--- src/omc_pkg.sv ---
package omc_pkg;
   // ------------------------------------------------------------
   // register map (word index times four gives the byte address)
   // ------------------------------------------------------------
   localparam logic [3:0] OMC_ADDR_MODE = 4'h0;
   localparam logic [3:0] OMC_ADDR_VBA = 4'h4;
   localparam logic [3:0] OMC_ADDR_CORE_INTERRUPT_PRIORITY = 4'h8;
   localparam logic [3:0] OMC_ADDR_PERIPHERAL_INTERRUPT_PRIORITY = 4'hc;
   // ------------------------------------------------------------
   // mode register fields
   // ------------------------------------------------------------
   localparam int OMC_CDP_LSB = 8;
   localparam int OMC_MS_BIT = 6;
   localparam int OMC_SD_BIT = 7;
   localparam int OMC_RSV_BIT = 5;
   localparam int OMC_EBD_BIT = 4;
   localparam logic [23:0] OMC_MODE_WMASK = 24'h0003df;
   localparam logic [1:0] OMC_CDP_RESET = 2'h3;
   localparam logic [1:0] OMC_CDP_STATUS = 2'h0;
   localparam logic [1:0] OMC_CDP_DMA_HI = 2'h1;
   localparam logic [1:0] OMC_CDP_EQUAL = 2'h2;
   localparam logic [1:0] OMC_CDP_CORE_HI = 2'h3;
   // ------------------------------------------------------------
   // vector table and timing
   // ------------------------------------------------------------
   localparam int OMC_VEC_ENTRIES = 256;
   localparam int OMC_LONG_DELAY = 131072;
   localparam int OMC_SHORT_DELAY = 16;
   localparam int OMC_MS_SETTLE = 6;
   typedef enum logic [2:0] {
      OMC_RUN = 3'h1,
      OMC_HALT = 3'h2,
      OMC_WAKE = 3'h4
   } omc_state_t;
endpackage

--- src/omc_reg_if.sv ---
`timescale 1ns/1ns
`default_nettype none
interface omc_reg_if;
   logic [23:0] mode;
   logic [23:0] vector_base_register;
   logic [23:0] core_interrupt_priority;
   logic [23:0] peripheral_interrupt_priority;
   modport owner (output mode, output vector_base_register, output core_interrupt_priority, output peripheral_interrupt_priority);
   modport user (input mode, input vector_base_register, input core_interrupt_priority, input peripheral_interrupt_priority);
endinterface
`default_nettype wire

--- src/omc_wake_timer.sv ---
`timescale 1ns/1ns
`default_nettype none
module omc_wake_timer
   import omc_pkg::*;
#(
   parameter int LONG_DELAY = OMC_LONG_DELAY
) (
   input wire logic mclk,
   input wire logic reset_n,
   input wire logic halt_req,
   input wire logic wake_event,
   input wire logic short_delay,
   output logic core_run
);
   typedef struct packed {
      omc_state_t st;
      logic [17:0] cnt;
   } omc_wt_t;
   omc_wt_t s, next_s;
   always_comb begin
      next_s = s;
      case (s.st)
         OMC_RUN: begin
            if (halt_req) begin
               next_s.st = OMC_HALT;
            end
         end
         OMC_HALT: begin
            if (wake_event) begin
               next_s.st = OMC_WAKE;
               // long delay lets the internal clock settle
               next_s.cnt = short_delay ? 18'(OMC_SHORT_DELAY - 1) : 18'(LONG_DELAY - 1);
            end
         end
         OMC_WAKE: begin
            if (s.cnt == 18'h0) begin
               next_s.st = OMC_RUN;
            end else begin
               next_s.cnt = s.cnt - 18'h1;
            end
         end
         default: next_s.st = OMC_RUN;
      endcase
   end
   always_ff @(posedge mclk or negedge reset_n) begin
      if (!reset_n) begin
         s <= '{st: OMC_RUN, cnt: 18'h0};
      end else begin
         s <= next_s;
      end
   end
   assign core_run = (s.st == OMC_RUN);
   a_short_wake: assert property (@(posedge mclk) disable iff (!reset_n)
      (s.st == OMC_HALT && wake_event && short_delay)
      |=> !core_run [*8] ##1 !core_run [*8] ##1 core_run)
      else $error("short wake delay wrong");
   a_halt_holds: assert property (@(posedge mclk) disable iff (!reset_n)
      (s.st == OMC_HALT && !wake_event) |=> !core_run)
      else $error("halt left without wake");
   c_wake: cover property (@(posedge mclk) disable iff (!reset_n)
      s.st == OMC_WAKE ##1 core_run);
endmodule
`default_nettype wire

--- src/omc_arbiter.sv ---
`timescale 1ns/1ns
`default_nettype none
module omc_arbiter
   import omc_pkg::*;
(
   input wire logic mclk,
   input wire logic reset_n,
   omc_reg_if.user regs,
   input wire logic [1:0] core_priority_field,
   input wire logic [1:0] dma_chan_priority,
   input wire logic core_req,
   input wire logic dma_req,
   output logic core_grant,
   output logic dma_grant,
   output logic ext_bus_enable
);
   typedef struct packed {
      logic last_dma;
   } omc_arb_t;
   omc_arb_t s, next_s;
   logic [1:0] cdp;
   logic dma_wins;
   assign cdp = regs.mode[OMC_CDP_LSB +: 2];
   assign ext_bus_enable = !regs.mode[OMC_EBD_BIT];
   always_comb begin
      next_s = s;
      case (cdp)
         OMC_CDP_STATUS: dma_wins = dma_chan_priority > core_priority_field;
         OMC_CDP_DMA_HI: dma_wins = 1'b1;
         OMC_CDP_EQUAL: dma_wins = !s.last_dma;
         default: dma_wins = 1'b0;
      endcase
      core_grant = ext_bus_enable && core_req && !(dma_req && dma_wins);
      dma_grant = ext_bus_enable && dma_req && !(core_req && !dma_wins);
      if (dma_grant) next_s.last_dma = 1'b1;
      if (core_grant) next_s.last_dma = 1'b0;
   end
   always_ff @(posedge mclk or negedge reset_n) begin
      if (!reset_n) begin
         s <= '{last_dma: 1'b0};
      end else begin
         s <= next_s;
      end
   end
   a_ebd_blocks: assert property (@(posedge mclk) disable iff (!reset_n)
      regs.mode[OMC_EBD_BIT] |-> !core_grant && !dma_grant)
      else $error("grant while bus disabled");
   a_dma_first: assert property (@(posedge mclk) disable iff (!reset_n)
      (cdp == OMC_CDP_DMA_HI && ext_bus_enable && dma_req) |-> dma_grant && !core_grant)
      else $error("dma not first");
   a_core_first: assert property (@(posedge mclk) disable iff (!reset_n)
      (cdp == OMC_CDP_CORE_HI && ext_bus_enable && core_req) |-> core_grant && !dma_grant)
      else $error("core not first");
   c_equal: cover property (@(posedge mclk) disable iff (!reset_n)
      cdp == OMC_CDP_EQUAL && core_req && dma_req ##1 core_req && dma_req);
endmodule
`default_nettype wire

--- src/omc_top.sv ---
`timescale 1ns/1ns
`default_nettype none
module omc_top
   import omc_pkg::*;
#(
   parameter int LONG_DELAY = OMC_LONG_DELAY,
   parameter int PROG_AW = 16,
   parameter int SWAP_WORDS = 1024
) (
   input wire logic mclk,
   input wire logic reset_n,
   input wire logic [3:0] avs_address,
   input wire logic avs_read,
   input wire logic avs_write,
   input wire logic [31:0] avs_writedata,
   output logic [31:0] avs_readdata,
   output logic avs_waitrequest,
   input wire logic mode_select_pin_3,
   input wire logic mode_select_pin_2,
   input wire logic mode_select_pin_1,
   input wire logic mode_select_pin_0,
   input wire logic cache_enable_flag,
   input wire logic [1:0] core_priority_field,
   input wire logic [1:0] dma_chan_priority,
   input wire logic core_req,
   input wire logic dma_req,
   output logic core_grant,
   output logic dma_grant,
   output logic ext_bus_enable,
   input wire logic halt_req,
   input wire logic wake_event,
   output logic core_run,
   output logic memory_switch_bit,
   output logic switch_settled,
   input wire logic [PROG_AW-1:0] prog_addr,
   output logic prog_in_data_ram,
   input wire logic [7:0] int_vector,
   output logic [23:0] vector_addr
);
   // ------------------------------------------------------------
   // state
   // ------------------------------------------------------------
   typedef struct packed {
      logic [23:0] mode;
      logic [23:0] vector_base_register;
      logic [23:0] core_interrupt_priority;
      logic [23:0] peripheral_interrupt_priority;
      logic strap_pending;
      logic ack;
      logic [2:0] settle;
      logic [31:0] rdata;
      logic [23:0] vaddr;
   } omc_top_t;
   omc_top_t s, next_s;
   omc_reg_if regs ();
   logic [3:0] strap;
   logic wr_hit;
   assign strap = {mode_select_pin_3, mode_select_pin_2, mode_select_pin_1, mode_select_pin_0};
   // ------------------------------------------------------------
   // register bus, one wait state per access
   // ------------------------------------------------------------
   assign avs_waitrequest = (avs_read || avs_write) && !s.ack;
   assign wr_hit = avs_write && s.ack;
   always_comb begin
      next_s = s;
      next_s.ack = (avs_read || avs_write) && !s.ack;
      if (s.strap_pending) begin
         // straps caught at the first edge after release, not in the reset term
         next_s.mode[3:0] = strap;
         next_s.strap_pending = 1'b0;
      end else if (wr_hit) begin
         case (avs_address)
            OMC_ADDR_MODE: begin
               // bit five masked off, so it always reads zero
               next_s.mode = avs_writedata[23:0] & OMC_MODE_WMASK;
               if (avs_writedata[OMC_MS_BIT] != s.mode[OMC_MS_BIT]) begin
                  next_s.settle = 3'(OMC_MS_SETTLE);
               end
            end
            OMC_ADDR_VBA: next_s.vector_base_register = avs_writedata[23:0];
            OMC_ADDR_CORE_INTERRUPT_PRIORITY: next_s.core_interrupt_priority = avs_writedata[23:0];
            OMC_ADDR_PERIPHERAL_INTERRUPT_PRIORITY: next_s.peripheral_interrupt_priority = avs_writedata[23:0];
            default: ;
         endcase
      end
      if (s.settle != 3'h0 && !(wr_hit && avs_address == OMC_ADDR_MODE)) begin
         next_s.settle = s.settle - 3'h1;
      end
      case (avs_address)
         OMC_ADDR_MODE: next_s.rdata = {8'h0, s.mode};
         OMC_ADDR_VBA: next_s.rdata = {8'h0, s.vector_base_register};
         OMC_ADDR_CORE_INTERRUPT_PRIORITY: next_s.rdata = {8'h0, s.core_interrupt_priority};
         OMC_ADDR_PERIPHERAL_INTERRUPT_PRIORITY: next_s.rdata = {8'h0, s.peripheral_interrupt_priority};
         default: next_s.rdata = 32'h0;
      endcase
      // entries are two words, so the table spans 256 locations
      next_s.vaddr = s.vector_base_register + {16'h0, int_vector[6:0], 1'b0};
   end
   always_ff @(posedge mclk or negedge reset_n) begin
      if (!reset_n) begin
         s <= '{mode: {14'h0, OMC_CDP_RESET, 8'h0}, vector_base_register: 24'h0, core_interrupt_priority: 24'h0, peripheral_interrupt_priority: 24'h0,
                strap_pending: 1'b1, ack: 1'b0, settle: 3'h0, rdata: 32'h0,
                vaddr: 24'h0};
      end else begin
         s <= next_s;
      end
   end
   assign avs_readdata = s.rdata;
   assign vector_addr = s.vaddr;
   assign regs.mode = s.mode;
   assign regs.vector_base_register = s.vector_base_register;
   assign regs.core_interrupt_priority = s.core_interrupt_priority;
   assign regs.peripheral_interrupt_priority = s.peripheral_interrupt_priority;
   // ------------------------------------------------------------
   // memory switch
   // ------------------------------------------------------------
   // cache fixed at top; switching only grows the low ram region
   assign memory_switch_bit = s.mode[OMC_MS_BIT];
   assign switch_settled = (s.settle == 3'h0);
   assign prog_in_data_ram = memory_switch_bit &&
      (prog_addr < PROG_AW'(SWAP_WORDS));
   // ------------------------------------------------------------
   // sub blocks
   // ------------------------------------------------------------
   omc_arbiter u_arb (
      .mclk(mclk),
      .reset_n(reset_n),
      .regs(regs),
      .core_priority_field(core_priority_field),
      .dma_chan_priority(dma_chan_priority),
      .core_req(core_req),
      .dma_req(dma_req),
      .core_grant(core_grant),
      .dma_grant(dma_grant),
      .ext_bus_enable(ext_bus_enable)
   );
   omc_wake_timer #(.LONG_DELAY(LONG_DELAY)) u_wake (
      .mclk(mclk),
      .reset_n(reset_n),
      .halt_req(halt_req),
      .wake_event(wake_event),
      .short_delay(s.mode[OMC_SD_BIT]),
      .core_run(core_run)
   );
   // ------------------------------------------------------------
   // checks
   // ------------------------------------------------------------
   a_strap_load: assert property (@(posedge mclk) disable iff (!reset_n)
      s.strap_pending |=> s.mode[3:0] == $past(strap))
      else $error("mode bits not from pins");
   a_rsv_zero: assert property (@(posedge mclk) disable iff (!reset_n)
      !s.mode[OMC_RSV_BIT])
      else $error("reserved bit set");
   a_mode_write: assert property (@(posedge mclk) disable iff (!reset_n)
      (wr_hit && avs_address == OMC_ADDR_MODE && !s.strap_pending)
      |=> s.mode[3:0] == $past(avs_writedata[3:0]))
      else $error("mode write lost");
   a_ebd_reset: assert property (@(posedge mclk) disable iff (!reset_n)
      s.strap_pending |-> ext_bus_enable)
      else $error("bus disabled after reset");
   a_wait_one: assert property (@(posedge mclk) disable iff (!reset_n)
      (avs_read && !s.ack) |-> avs_waitrequest ##1 !avs_waitrequest)
      else $error("bus answer late");
   // software duty only; the flag is watched here so a misuse shows up
   a_switch_cache: assert property (@(posedge mclk) disable iff (!reset_n)
      $rose(memory_switch_bit) |-> !$past(cache_enable_flag))
      else $error("switch set with cache on");
   c_switch: cover property (@(posedge mclk) disable iff (!reset_n)
      !switch_settled ##1 switch_settled [*2]);
   c_strap: cover property (@(posedge mclk) disable iff (!reset_n)
      s.strap_pending ##1 s.mode[3:0] != 4'h0);
endmodule
`default_nettype wire

--- config.mk ---
export PLATFORM = sky130hd
export DESIGN_NAME = omc_top
export DESIGN_NICKNAME = d
export VERILOG_FILES = /design/src/omc_pkg.sv /design/src/omc_reg_if.sv /design/src/omc_wake_timer.sv /design/src/omc_arbiter.sv /design/src/omc_top.sv
export SDC_FILE = /design/constraint.sdc
export NUM_CORES = 1
export LEC_CHECK = 0
export BUFFER_PORTS_ARGS = -buffer_cell sky130_fd_sc_hd__clkbuf_2
export CAP_MARGIN = 10
export CELL_PAD_IN_SITES_DETAIL_PLACEMENT = 1
export CELL_PAD_IN_SITES_GLOBAL_PLACEMENT = 1
export CORE_AREA = 2 2 103 205
export DETAILED_ROUTE_END_ITERATION = 10
export DIE_AREA = 0 0 105 207
export PLACE_DENSITY = 0.76
export SLEW_MARGIN = 20
export SYNTH_ARGS = -nofsm -noshare
export SYNTH_HDL_FRONTEND = slang
export SYNTH_SLANG_ARGS = --single-unit
--- constraint.sdc ---
create_clock -name mclk -period 2.5 [get_ports mclk]
set_input_delay 0.25 -clock mclk [delete_from_list [all_inputs] [get_ports mclk]]
set_output_delay 0.25 -clock mclk [all_outputs]
set_load 0.02 [all_outputs]
### After elaboration in Yosys (flattened, before gate mapping)

Index checks and enable logic that the tools add are counted.

| storage, ports and cells | value |
|---|---|
| logic and storage cells | 94 |
| flip-flop bits (word level) | 164 |
| input bits | 77 |
| output and inout port bits | 64 |

| cells by class | value |
|---|---|
| eq/ne operators | 14 |
| $add $sub $neg | 3 |
| order comparisons | 2 |
| bitwise operators | 1 |
| reduce and logical (&&, ||, !) cells | 39 |
| muxes and demuxes | 22 |

Operator list:

| kind | number |
|---|---|
| 24-bit case mux with 4 select lines | 1 |
| 76-bit two-way mux | 1 |
| 24-bit two-way mux | 3 |
| 18-bit case mux with 2 select lines | 1 |
| 24-bit by 8-bit adder with 24-bit output | 1 |
| 21-bit two-way mux | 1 |
| 3-bit two-way mux | 7 |
| 18-bit logical NOT | 1 |
| 18-bit two-way mux | 1 |
| 3-bit AND reduction | 6 |
| 18-bit by 1-bit subtractor with 18-bit output, second input constant | 1 |
| 17-bit two-way mux | 1 |
| 16-bit by 11-bit < comparator with 1-bit output, second input constant | 1 |
| 2-bit nonzero test | 7 |
| 1-bit logical AND | 11 |
| 3-bit case mux with 3 select lines | 1 |
| 4-bit equality test, second input constant | 2 |
| 4-bit two-way mux | 2 |
| 1-bit logical NOT | 7 |
| 2-bit inequality test, second input constant | 3 |
| 4-bit by 3-bit equality test with 1-bit output, second input constant | 1 |
| 4-bit logical NOT | 1 |
| 2-bit by 1-bit inequality test with 1-bit output, second input constant | 2 |
| 4-bit AND reduction | 1 |
| other kinds (16) | 17 |

### Longest topological paths before layout

Gate-level depths: netlist of run 1.

| depth | value |
|---|---|
| word-level depth | 8 |
| gate-level depth with buffers | 8 |
| depth with buffers taken out | 7 |

### Hierarchy

Synthesis of run 1 repeated with hierarchy kept, for this count alone.

| second synthesis, totals | value |
|---|---|
| cell total of the unflattened synthesis | 603 |
| area, all modules | 7365.8 um^2 |

Modules (own cells, without submodules):

| module | sequential area each (um^2) | area each (um^2) | times used | cells an instance |
|---|---|---|---|---|
| omc_top | 3357.0 | 5987.0 | 1 | 450 |
| omc_wake_timer | 526.8 | 1239.9 | 1 | 136 |
| omc_arbiter | 25.0 | 138.9 | 1 | 17 |

### Worst setup path after synthesis of run 1

OpenSTA, ideal clock, no wires.

| timing path | value |
|---|---|
| kind | register to register |
| from | register s, in the netlist regs.vector_base_register[1] |
| to | register s, in the netlist vector_addr[23] |
| arrival | 1982 ps |
| library setup time | 138 ps |
| path buffers | 0 |
| period minus slack after synthesis | 2120 ps |
| path slack | 380 ps |
| data required time | 2362 ps |
| stages on the path, launching flop included | 8 |
| cell sequence | dfrtp_1 > ha_1 > fa_1 > a211oi_1 > o21ai_0 > a21oi_1 > nor4_1 > xor2_1 |

RTL lines:

| element | line | source |
|---|---|---|
| start: declaration | omc_top.sv:54 | `omc_top_t s, next_s;` |
| start signal: assignment | omc_top.sv:101 | `s <= '{mode: {14'h0, OMC_CDP_RESET, 8'h0}, vector_base_register: 24'h0, core_interrupt_priority: 24'h0, periph ...` |
| start signal: assignment | omc_top.sv:105 | `s <= next_s;` |

==> impl_metrics.ini, run 1 <==
[die]
dieWidth_um = 105
start_util_pct = 36.4
placementRows = 74
core_sq_um = 20200
dieArea_sq_um = 21700
die_h_um = 207
io-pin-count = 141

[synthesis]
yosysMostFrequentCell = dfrtp_1
ys_ff_latch = 156
syn_avg_cell_area_sq_um = 11.6
synth-warning-count = 0
async_flop_share_pct = 100
ys.flop_type = dfrtp_1
synth_top_area_share_pct = 51.8
synthTopCellsByArea = dfrtp_1 52%, mux2_2 12%, buf_4 5.7%
synth_area_sq_um = 7350
synth_top_cell_by_area = dfrtp_1
syn_inst = 634
synth_common_cells = 152 x dfrtp_1, 76 x mux2_2, 58 x nand2_1
synth_cell_types = 58
yosysSeqAreaShare_pct = 53.2
synth_edf_count = 0

[cts]
cts_tree = built
cts_made_buffers = 17
clockBufferDepth = 2
clk_pin_slew_ns = 0.07
cts_max_level = 4
clk_latency_ns = 0.43
postCtsSetupRepairBufs = 0
cts_root_buf = clkbuf_16
cts_sinks = 156

[detailed_routing]
via_per_inst = 5.16
totalWireLength_um = 17900
drt_iter0_drc = 252
drt_pre_antenna_iters = 4
vias = 5141
drc = 0
wire_per_inst_um = 17.9
drtAntennaViolNets = 0

[power_and_ir_drop]
ir_worst_vdd_mv = 0.472
powerDensity_nw_per_um2 = 867
leakage_nw = 4.19

[critical_path]
path_cells = ha_1, fa_1, a211oi_1, o21ai_0, a21oi_1, buf_4, nor4_1, xor2_1
crit_buf_inv = 1
cp-end-kind = flop
critical-path-max-stage-delay_ns = 0.44
rrSetupSlack_ns = 0.16
crit_type = flop to flop
arrival_ns = 2.63
crit_path_start = regs.vector_base_register[1]
path_delay_family = compound AO/OA/AOI/OAI gates
crit_required_ns = 2.79
worstPathMaxFanout = 8
r2r_end = vector_addr[23]
r2r-start = regs.vector_base_register[1]
worst_path_max_delay_cell = fa_1
start_kind = flop
crit_end = vector_addr[23]
r2r_cells = 8
cp.depth = 8

[final_layout]
diodes = 0
multi_input_area_sq_um = 2960
drive_gt1_share_pct = 36.0
fillers = 2263
fin_nets = 807
area_delta_synth_final_pct = 16.8
seq_area_sq_um = 3910

[placed_design]
dp_slack_ns = 0.208
dpl.hpwl_um = 12700
gp_congestion = 0.764
port_buffers = 112

[run_status]
outcome = complete, no violations

[timing]
fin_tns_setup_ns = 0
max_slew_margin_pct = 38.1
finalCritPeriodShare_pct = 93.6
hold_viol_final = 0
worst_slew_pin_slew_ns = 0.926
max_freq_ghz = 0.427
min_period_ns = 2.34
slew_violations = 0
fin_skew_ns = 0.0105
setup_slack_ns = 0.160
setup_viol = 0
rsz0062_at_grt = false

[job]
drv_cap = 0

[global_routing]
antenna_found_initial = 0
grt_max_degree = 71
grt_first_pass_wirelength_um = 29800
grt_pass1_vias = 5550
grt.overflow.total = 0
track_usage_pct = 17.3

[worst_hold_path]
hold_path.class = input port to flop
## per-stage QoR
| stage | cell area [sq um] | power, mW | hold WS [ns] | utilization [%] | cells |
|---|---|---|---|---|---|
| global route | 8580 | 7.86 | 0.0417 | 42.5 | 996 |
| CTS | 8580 | 7.51 | 0.0381 | 42.5 | 996 |
| detailed placement | 7990 | 4.93 | 0.312 | 39.6 | 963 |
| floorplan | 7380 | 4.50 | -0.0456 | - | 642 |
| finish | 8580 | 7.44 | 0.0433 | 42.5 | 996 |
| global placement | 7990 | 4.81 | 0.300 | 39.6 | 963 |
## routing by layer
layer | wire, um | track usage [%]
met5 | 0 | 0
met4 | 289 | 5.43
met3 | 1030 | 4.91
met2 | 8830 | 28.3
met1 | 7720 | 22.2
## worst min-delay path by stage
| stage | start | to | cells after the start |
|---|---|---|---|
| final | mode_select_pin_0 | regs.mode[0] | 3 |
| after global routing | mode_select_pin_0 | regs.mode[0] | 3 |
| after CTS | mode_select_pin_2 | regs.mode[2] | 3 |
| after detailed placement | reset_n | avs_readdata[6] | 1 |
| after global placement | reset_n | s[56] | 1 |
| after floorplan | reset_n | avs_readdata[0] | 0 |
## power breakdown
group          internal, mW  leakage, nW  switching (mW)  total, mW
logic                 0.637         1.90           0.774       1.41
clock network          1.41        0.286            1.14       2.55
registers              3.00         2.01           0.478       3.48
## timing repair
| item | in CTS | in global routing |
|---|---|---|
| gates resized for setup | 0 | 0 |
| hold buffers | 1 | 0 |
| endpoints found under the hold margin | 64 | 0 |
## registers in the layout, indices dropped and copies added, names as in the netlist
register / count
u_arb.s: 1
s: 5
avs_readdata: 24
vector_addr: 24
regs.vector_base_register: 24
u_wake.s: 21
regs.mode: 9
regs.core_interrupt_priority: 24
regs.peripheral_interrupt_priority: 24
## worst register-to-register path, stage by stage (launching register included)
cell      delay (ns)
dfrtp_1         0.43
ha_1            0.23
fa_1            0.44
a211oi_1        0.30
o21ai_0         0.21
a21oi_1         0.19
buf_4           0.19
nor4_1          0.08
xor2_1          0.14
## placed cells by master, fill, tap and decap left out, drive strengths merged, types with 10 or more instances in the layout
cell type / instances
a21oi: 32
a22oi: 36
buf: 20
clkbuf: 128
dfrtp: 152
ha: 12
inv: 20
mux2: 76
nand2: 58
nor2: 30
nor3: 12
nor4: 10
o21ai: 12
xor2: 13
## cell families after synthesis
group | count (synthesis) | synth area share, %
AOI/OAI and AO/OA | 115 | 10.4
adders and majority gates | 13 | 2.32
DFF | 156 | 53.2
other | 1 | 0.0510
xor gates and xnor gates | 22 | 2.62
and+or+nand+nor | 159 | 11.8
buffers and inverters | 88 | 7.47
muxes | 80 | 12.2
## area by class of cell
cell class	count	area share (%)
tap	266	3.88
timing repair buffer	132	8.82
multi-input combinational	398	34.4
clock inverter	15	1.84
clock buffer	17	4.96
inverter	12	0.525
sequential	156	45.5
(Power assumes the default switching activity.)
==> inputs of run 2 (changes only) <==
--- a/config.mk
+++ b/config.mk
@@ -12,6 +12,7 @@
 export CORE_AREA = 2 2 103 205
 export DETAILED_ROUTE_END_ITERATION = 10
 export DIE_AREA = 0 0 105 207
+export HOLD_SLACK_MARGIN = 0.06
 export PLACE_DENSITY = 0.76
 export SLEW_MARGIN = 20
 export SYNTH_ARGS = -nofsm -noshare
==> impl_metrics.ini, run 2 (synthesis results as in run 1) <==
[critical_path]
worst_path_max_delay_cell = fa_1
path_cells = ha_1, fa_1, a211oi_1, o21ai_0, a21oi_1, buf_4, nor4_1, xor2_1
path_delay_family = compound AO/OA/AOI/OAI gates
crit_path_start = regs.vector_base_register[1]
start_kind = flop
r2r_end = vector_addr[23]
worstPathMaxFanout = 8
rrSetupSlack_ns = 0.16
r2r-start = regs.vector_base_register[1]
arrival_ns = 2.64
critical-path-max-stage-delay_ns = 0.45
crit_required_ns = 2.79
r2r_cells = 8
crit_type = flop to flop
crit_buf_inv = 1
cp-end-kind = flop

[detailed_routing]
wl_met3_um = 1180
via_per_inst = 5.17
drc = 0
vias = 5171
wl_met1_um = 7580
wl_met2_um = 8840
drt_iter0_drc = 229
drt_pre_antenna_iters = 4
totalWireLength_um = 17900
top_layer = met4
drtAntennaViolNets = 0
wire_per_inst_um = 17.9

[final_layout]
fin_util_pct = 42.8
area_delta_synth_final_pct = 17.5
fin_nets = 812
drive_gt1_share_pct = 35.8
fillers = 2261
final_common_cell = dfrtp_1
multi_input_area_sq_um = 2960
seq_area_sq_um = 3910
final_cell_mix = 152 x dfrtp_1, 111 x clkbuf_2, 76 x mux2_2
diodes = 0

[global_routing]
grt_pass1_vias = 5569
grt_max_degree = 71
track_usage_pct = 17.4
antenna_found_initial = 0
grt_first_pass_wirelength_um = 29900
grt.overflow.total = 0

[cts]
cts_hold_buf = 6
cts_sinks = 156
clockBufferDepth = 2
cts_made_buffers = 17
clk_pin_slew_ns = 0.07
cts_tree = built
clk_latency_ns = 0.43
cts_root_buf = clkbuf_16
cts_max_level = 4
cts.repair.resized = 0
postCtsSetupRepairBufs = 0

[timing]
max_slew_margin_pct = 38.0
setup_viol = 0
fin_skew_ns = 0.0106
slew_violations = 0
min_period_ns = 2.34
worst_slew_pin_slew_ns = 0.927
rsz0062_at_grt = false
hold_viol_final = 0
max_freq_ghz = 0.427
fin_tns_setup_ns = 0
finalCritPeriodShare_pct = 93.7

[die]
start_util_pct = 36.4
io-pin-count = 141
die_h_um = 207
dieArea_sq_um = 21700
dieWidth_um = 105
core_sq_um = 20200
placementRows = 74

[power_and_ir_drop]
power_switching_mw = 2.39
powerDensity_nw_per_um2 = 862
swShare_pct = 32.1
leakage_nw = 4.21
power_frac_clock_pct = 34.3
seqPwrFrac_pct = 46.7
intPower_mw = 5.05
ir_worst_vdd_mv = 0.472
power_frac_comb_pct = 19.0

[worst_hold_path]
min_to = regs.peripheral_interrupt_priority[20]
hold_path.class = input port to flop
whs_path_depth = 2
hp-start = avs_writedata[20]

[placed_design]
port_buffers = 112
dpl.hpwl_um = 12700
gp_congestion = 0.764

[job]
drv_cap = 0

[run_status]
outcome = complete, no violations
==> run 2: changes by cell type in the layout (fill, tap and decap cells not counted) <==
cell           before  now
dlygate4sd3_1       1    6
==> run 2: layout make-up <==
type	instances	share of cell area (%)
Tap cell	266	3.86
Clock buffer	17	4.93
Multi-Input combinational cell	398	34.2
Clock inverter	15	1.83
Sequential cell	156	45.3
Timing Repair Buffer	137	9.35
Inverter	12	0.522
==> run 2: worst reg2reg max path: cells and delay by family (launching register included) <==
family          cells  cell delay [ns]
buf+inv             1             0.19
compound gates      3             0.70
xor+xnor            1             0.14
simple gates        1             0.08
flops               1             0.43
fa+ha+maj           2             0.68
==> run 2: per-layer routing <==
| metal | up-vias | global-route usage, % |
|---|---|---|
| met1 | 2605 | 22.3 |
| li1 | 2387 | - |
| met5 | - | 0 |
| met3 | 22 | 4.91 |
| met4 | 0 | 5.43 |
| met2 | 157 | 28.4 |
==> run 2: power groups by stage <==
| stage | clock (mW) | sequential (mW) | combinational [mW] |
|---|---|---|---|
| global placement | 0 | 3.47 | 1.33 |
| floorplan | 0 | 3.36 | 1.14 |
| CTS | 2.61 | 3.47 | 1.44 |
| finish | 2.55 | 3.47 | 1.42 |
| global route | 2.72 | 3.55 | 1.60 |
| detailed placement | 0 | 3.51 | 1.42 |
==> run 2: worst max-delay path by stage <==
stage / to / slack, ns / cells past startpoint
6_report: vector_addr[23] / 0.16 / 8
5_1_grt: vector_addr[23] / 0.06 / 8
4_1_cts: vector_addr[23] / 0.15 / 8
3_5_place_dp: vector_addr[23] / 0.21 / 8
3_3_place_gp: u_wake.s[16] / 0.29 / 5
2_1_floorplan: vector_addr[23] / 0.38 / 7
==> run 2: stage by stage <==
| step | area, sq um | instances | setup WS, ns | hold WS, ns | power [mW] |
|---|---|---|---|---|---|
| detailed placement | 7990 | 963 | 0.208 | 0.312 | 4.93 |
| CTS | 8630 | 1001 | 0.147 | 0.0671 | 7.52 |
| finish | 8630 | 1001 | 0.158 | 0.0821 | 7.44 |
| floorplan | 7380 | 642 | 0.380 | -0.0456 | 4.50 |
| global placement | 7990 | 963 | 0.287 | 0.300 | 4.81 |
| global route | 8630 | 1001 | 0.0624 | 0.0790 | 7.86 |
==> inputs of run 3 (changes only) <==
--- a/config.mk
+++ b/config.mk
@@ -9,11 +9,12 @@
 export CAP_MARGIN = 10
 export CELL_PAD_IN_SITES_DETAIL_PLACEMENT = 1
 export CELL_PAD_IN_SITES_GLOBAL_PLACEMENT = 1
-export CORE_AREA = 2 2 103 205
+export CORE_AREA = 2 2 95 188
+export CTS_BUF_LIST = sky130_fd_sc_hd__clkbuf_16
 export DETAILED_ROUTE_END_ITERATION = 10
-export DIE_AREA = 0 0 105 207
+export DIE_AREA = 0 0 97 190
 export HOLD_SLACK_MARGIN = 0.06
-export PLACE_DENSITY = 0.76
+export PLACE_DENSITY = 0.87
 export SLEW_MARGIN = 20
 export SYNTH_ARGS = -nofsm -noshare
 export SYNTH_HDL_FRONTEND = slang
==> impl_metrics.ini, run 3 (synthesis results as in run 1) <==
[power_and_ir_drop]
p_total_mw = 7.82
intPower_mw = 5.33
power_switching_mw = 2.50
leakage_nw = 4.22
power_frac_clock_pct = 36.1
seqPwrFrac_pct = 45.1
ir_worst_vdd_mv = 0.454
power_frac_comb_pct = 18.7
swShare_pct = 31.9
powerDensity_nw_per_um2 = 912

[detailed_routing]
drc = 0
via_per_inst = 5.68
wire_per_inst_um = 21.9
vias = 5358
drt_iter0_drc = 204
drt_pre_antenna_iters = 4
totalWireLength_um = 20700
drtAntennaViolNets = 0

[job]
drv_cap = 0

[global_routing]
track_usage_pct = 23.1
grt.overflow.total = 0
grt_pass1_vias = 6023
antenna_found_initial = 0
grt_max_degree = 63
grt_first_pass_wirelength_um = 32900

[final_layout]
final_common_cell = dfrtp_1
fin_area_sq_um = 8580
seq_area_sq_um = 3910
multi_input_area_sq_um = 2960
diodes = 0
area_delta_synth_final_pct = 16.8
final_cell_mix = 152 x dfrtp_1, 111 x clkbuf_2, 76 x mux2_2
fin_util_pct = 50.2
finalNonFillerCells = 944
fillers = 1845
drive_gt1_share_pct = 35.8
fin_nets = 811

[critical_path]
crit_required_ns = 2.85
crit_type = flop to flop
start_kind = flop
cp-end-kind = flop
arrival_ns = 2.71
worstPathMaxFanout = 17

[timing]
fin_skew_ns = 0.00988
setup_slack_ns = 0.146
max_slew_margin_pct = 38.4
max_freq_ghz = 0.425
min_period_ns = 2.35
hold_viol_final = 0
fin_tns_setup_ns = 0
worst_slew_pin_slew_ns = 0.921
slew_violations = 0
finalCritPeriodShare_pct = 94.2
rsz0062_at_grt = false
setup_viol = 0
hold_ws_ns = 0.0685

[placed_design]
post_dp_cell_area_sq_um = 7890
dpl.cell_count = 907
port_buffers = 112
dp_slack_ns = 0.214
gp_congestion = 0.813
dpl.hpwl_um = 13300

[die]
io-pin-count = 141
placementRows = 68
dieArea_sq_um = 18400
core_sq_um = 17100
dieWidth_um = 97
start_util_pct = 43.0
die_h_um = 190

[cts]
cts_tree = built
clk_pin_slew_ns = 0.07
cts.repair.resized = 0
cts_max_level = 4
cts_made_buffers = 17
clockBufferDepth = 2
cts_sinks = 156
cts_root_buf = clkbuf_16
clk_latency_ns = 0.44

[run_status]
outcome = complete, no violations

[worst_hold_path]
hold_path.class = input port to flop
run 3: cell types whose count changed in the layout (fill, tap and decap cells not counted):
cell | before | now
buf_12 | 3 | 1
buf_4 | 16 | 18
bufinv_16 | 1 | 4
clkinv_2 | 1 | 0
clkinv_4 | 4 | 3
clkinvlp_4 | 1 | 4
dlygate4sd3_1 | 6 | 5
inv_8 | 4 | 0
run 3: repair_timing:
item,CTS,global route
hold buffers,5,0
endpoints found under the hold margin,61,0
buffers inserted,0,0
run 3: worst paths after layout:
path                                               from              end  slack, ns  cells after the start
setup reg to reg                            u_wake.s[0]      u_wake.s[3]       0.15                      7
setup / recovery                            u_wake.s[0]      u_wake.s[3]       0.15                      7
hold reg to reg            regs.vector_base_register[0]   vector_addr[0]       0.41                      0
min in group asynchronous                       reset_n  avs_readdata[6]       0.35                      2
max in group asynchronous                       reset_n     u_wake.s[18]       1.30                      3
hold / removal                        mode_select_pin_3     regs.mode[3]       0.07                      3
run 3: worst max-delay path, cell delays in order, from the launching register on:
cell      delay [ns]
dfrtp_1         0.44
inv_1           0.08
ha_1            0.23
nand2b_1        0.26
nor4_4          0.07
a31oi_2         0.77
a21oi_1         0.20
a31oi_1         0.21
run 3: cell type report:
cell class | count | area share [%]
clock buffer | 17 | 4.96
clock inverter | 15 | 2.46
inverter | 12 | 0.525
multi-input combinational | 398 | 34.4
sequential | 156 | 45.6
tap | 210 | 3.06
timing repair buffer | 136 | 9.00
run 3: power by group through the flow:
stage,sequential [mW],clock (mW),combinational (mW)
2_1_floorplan,3.36,0,1.14
6_report,3.53,2.83,1.47
3_5_place_dp,3.54,0,1.43
4_1_cts,3.52,2.87,1.48
3_3_place_gp,3.47,0,1.32
5_1_grt,3.59,2.95,1.61
run 3: per-layer routing:
| layer | part of all wire, % | vias up | track usage [%] |
|---|---|---|---|
| met3 | 4.4 | 42 | 4.81 |
| li1 | - | 2377 | - |
| met4 | 2.4 | 0 | 8.61 |
| met5 | 0 | - | 0 |
| met2 | 54 | 152 | 41.5 |
| met1 | 39 | 2787 | 26.9 |
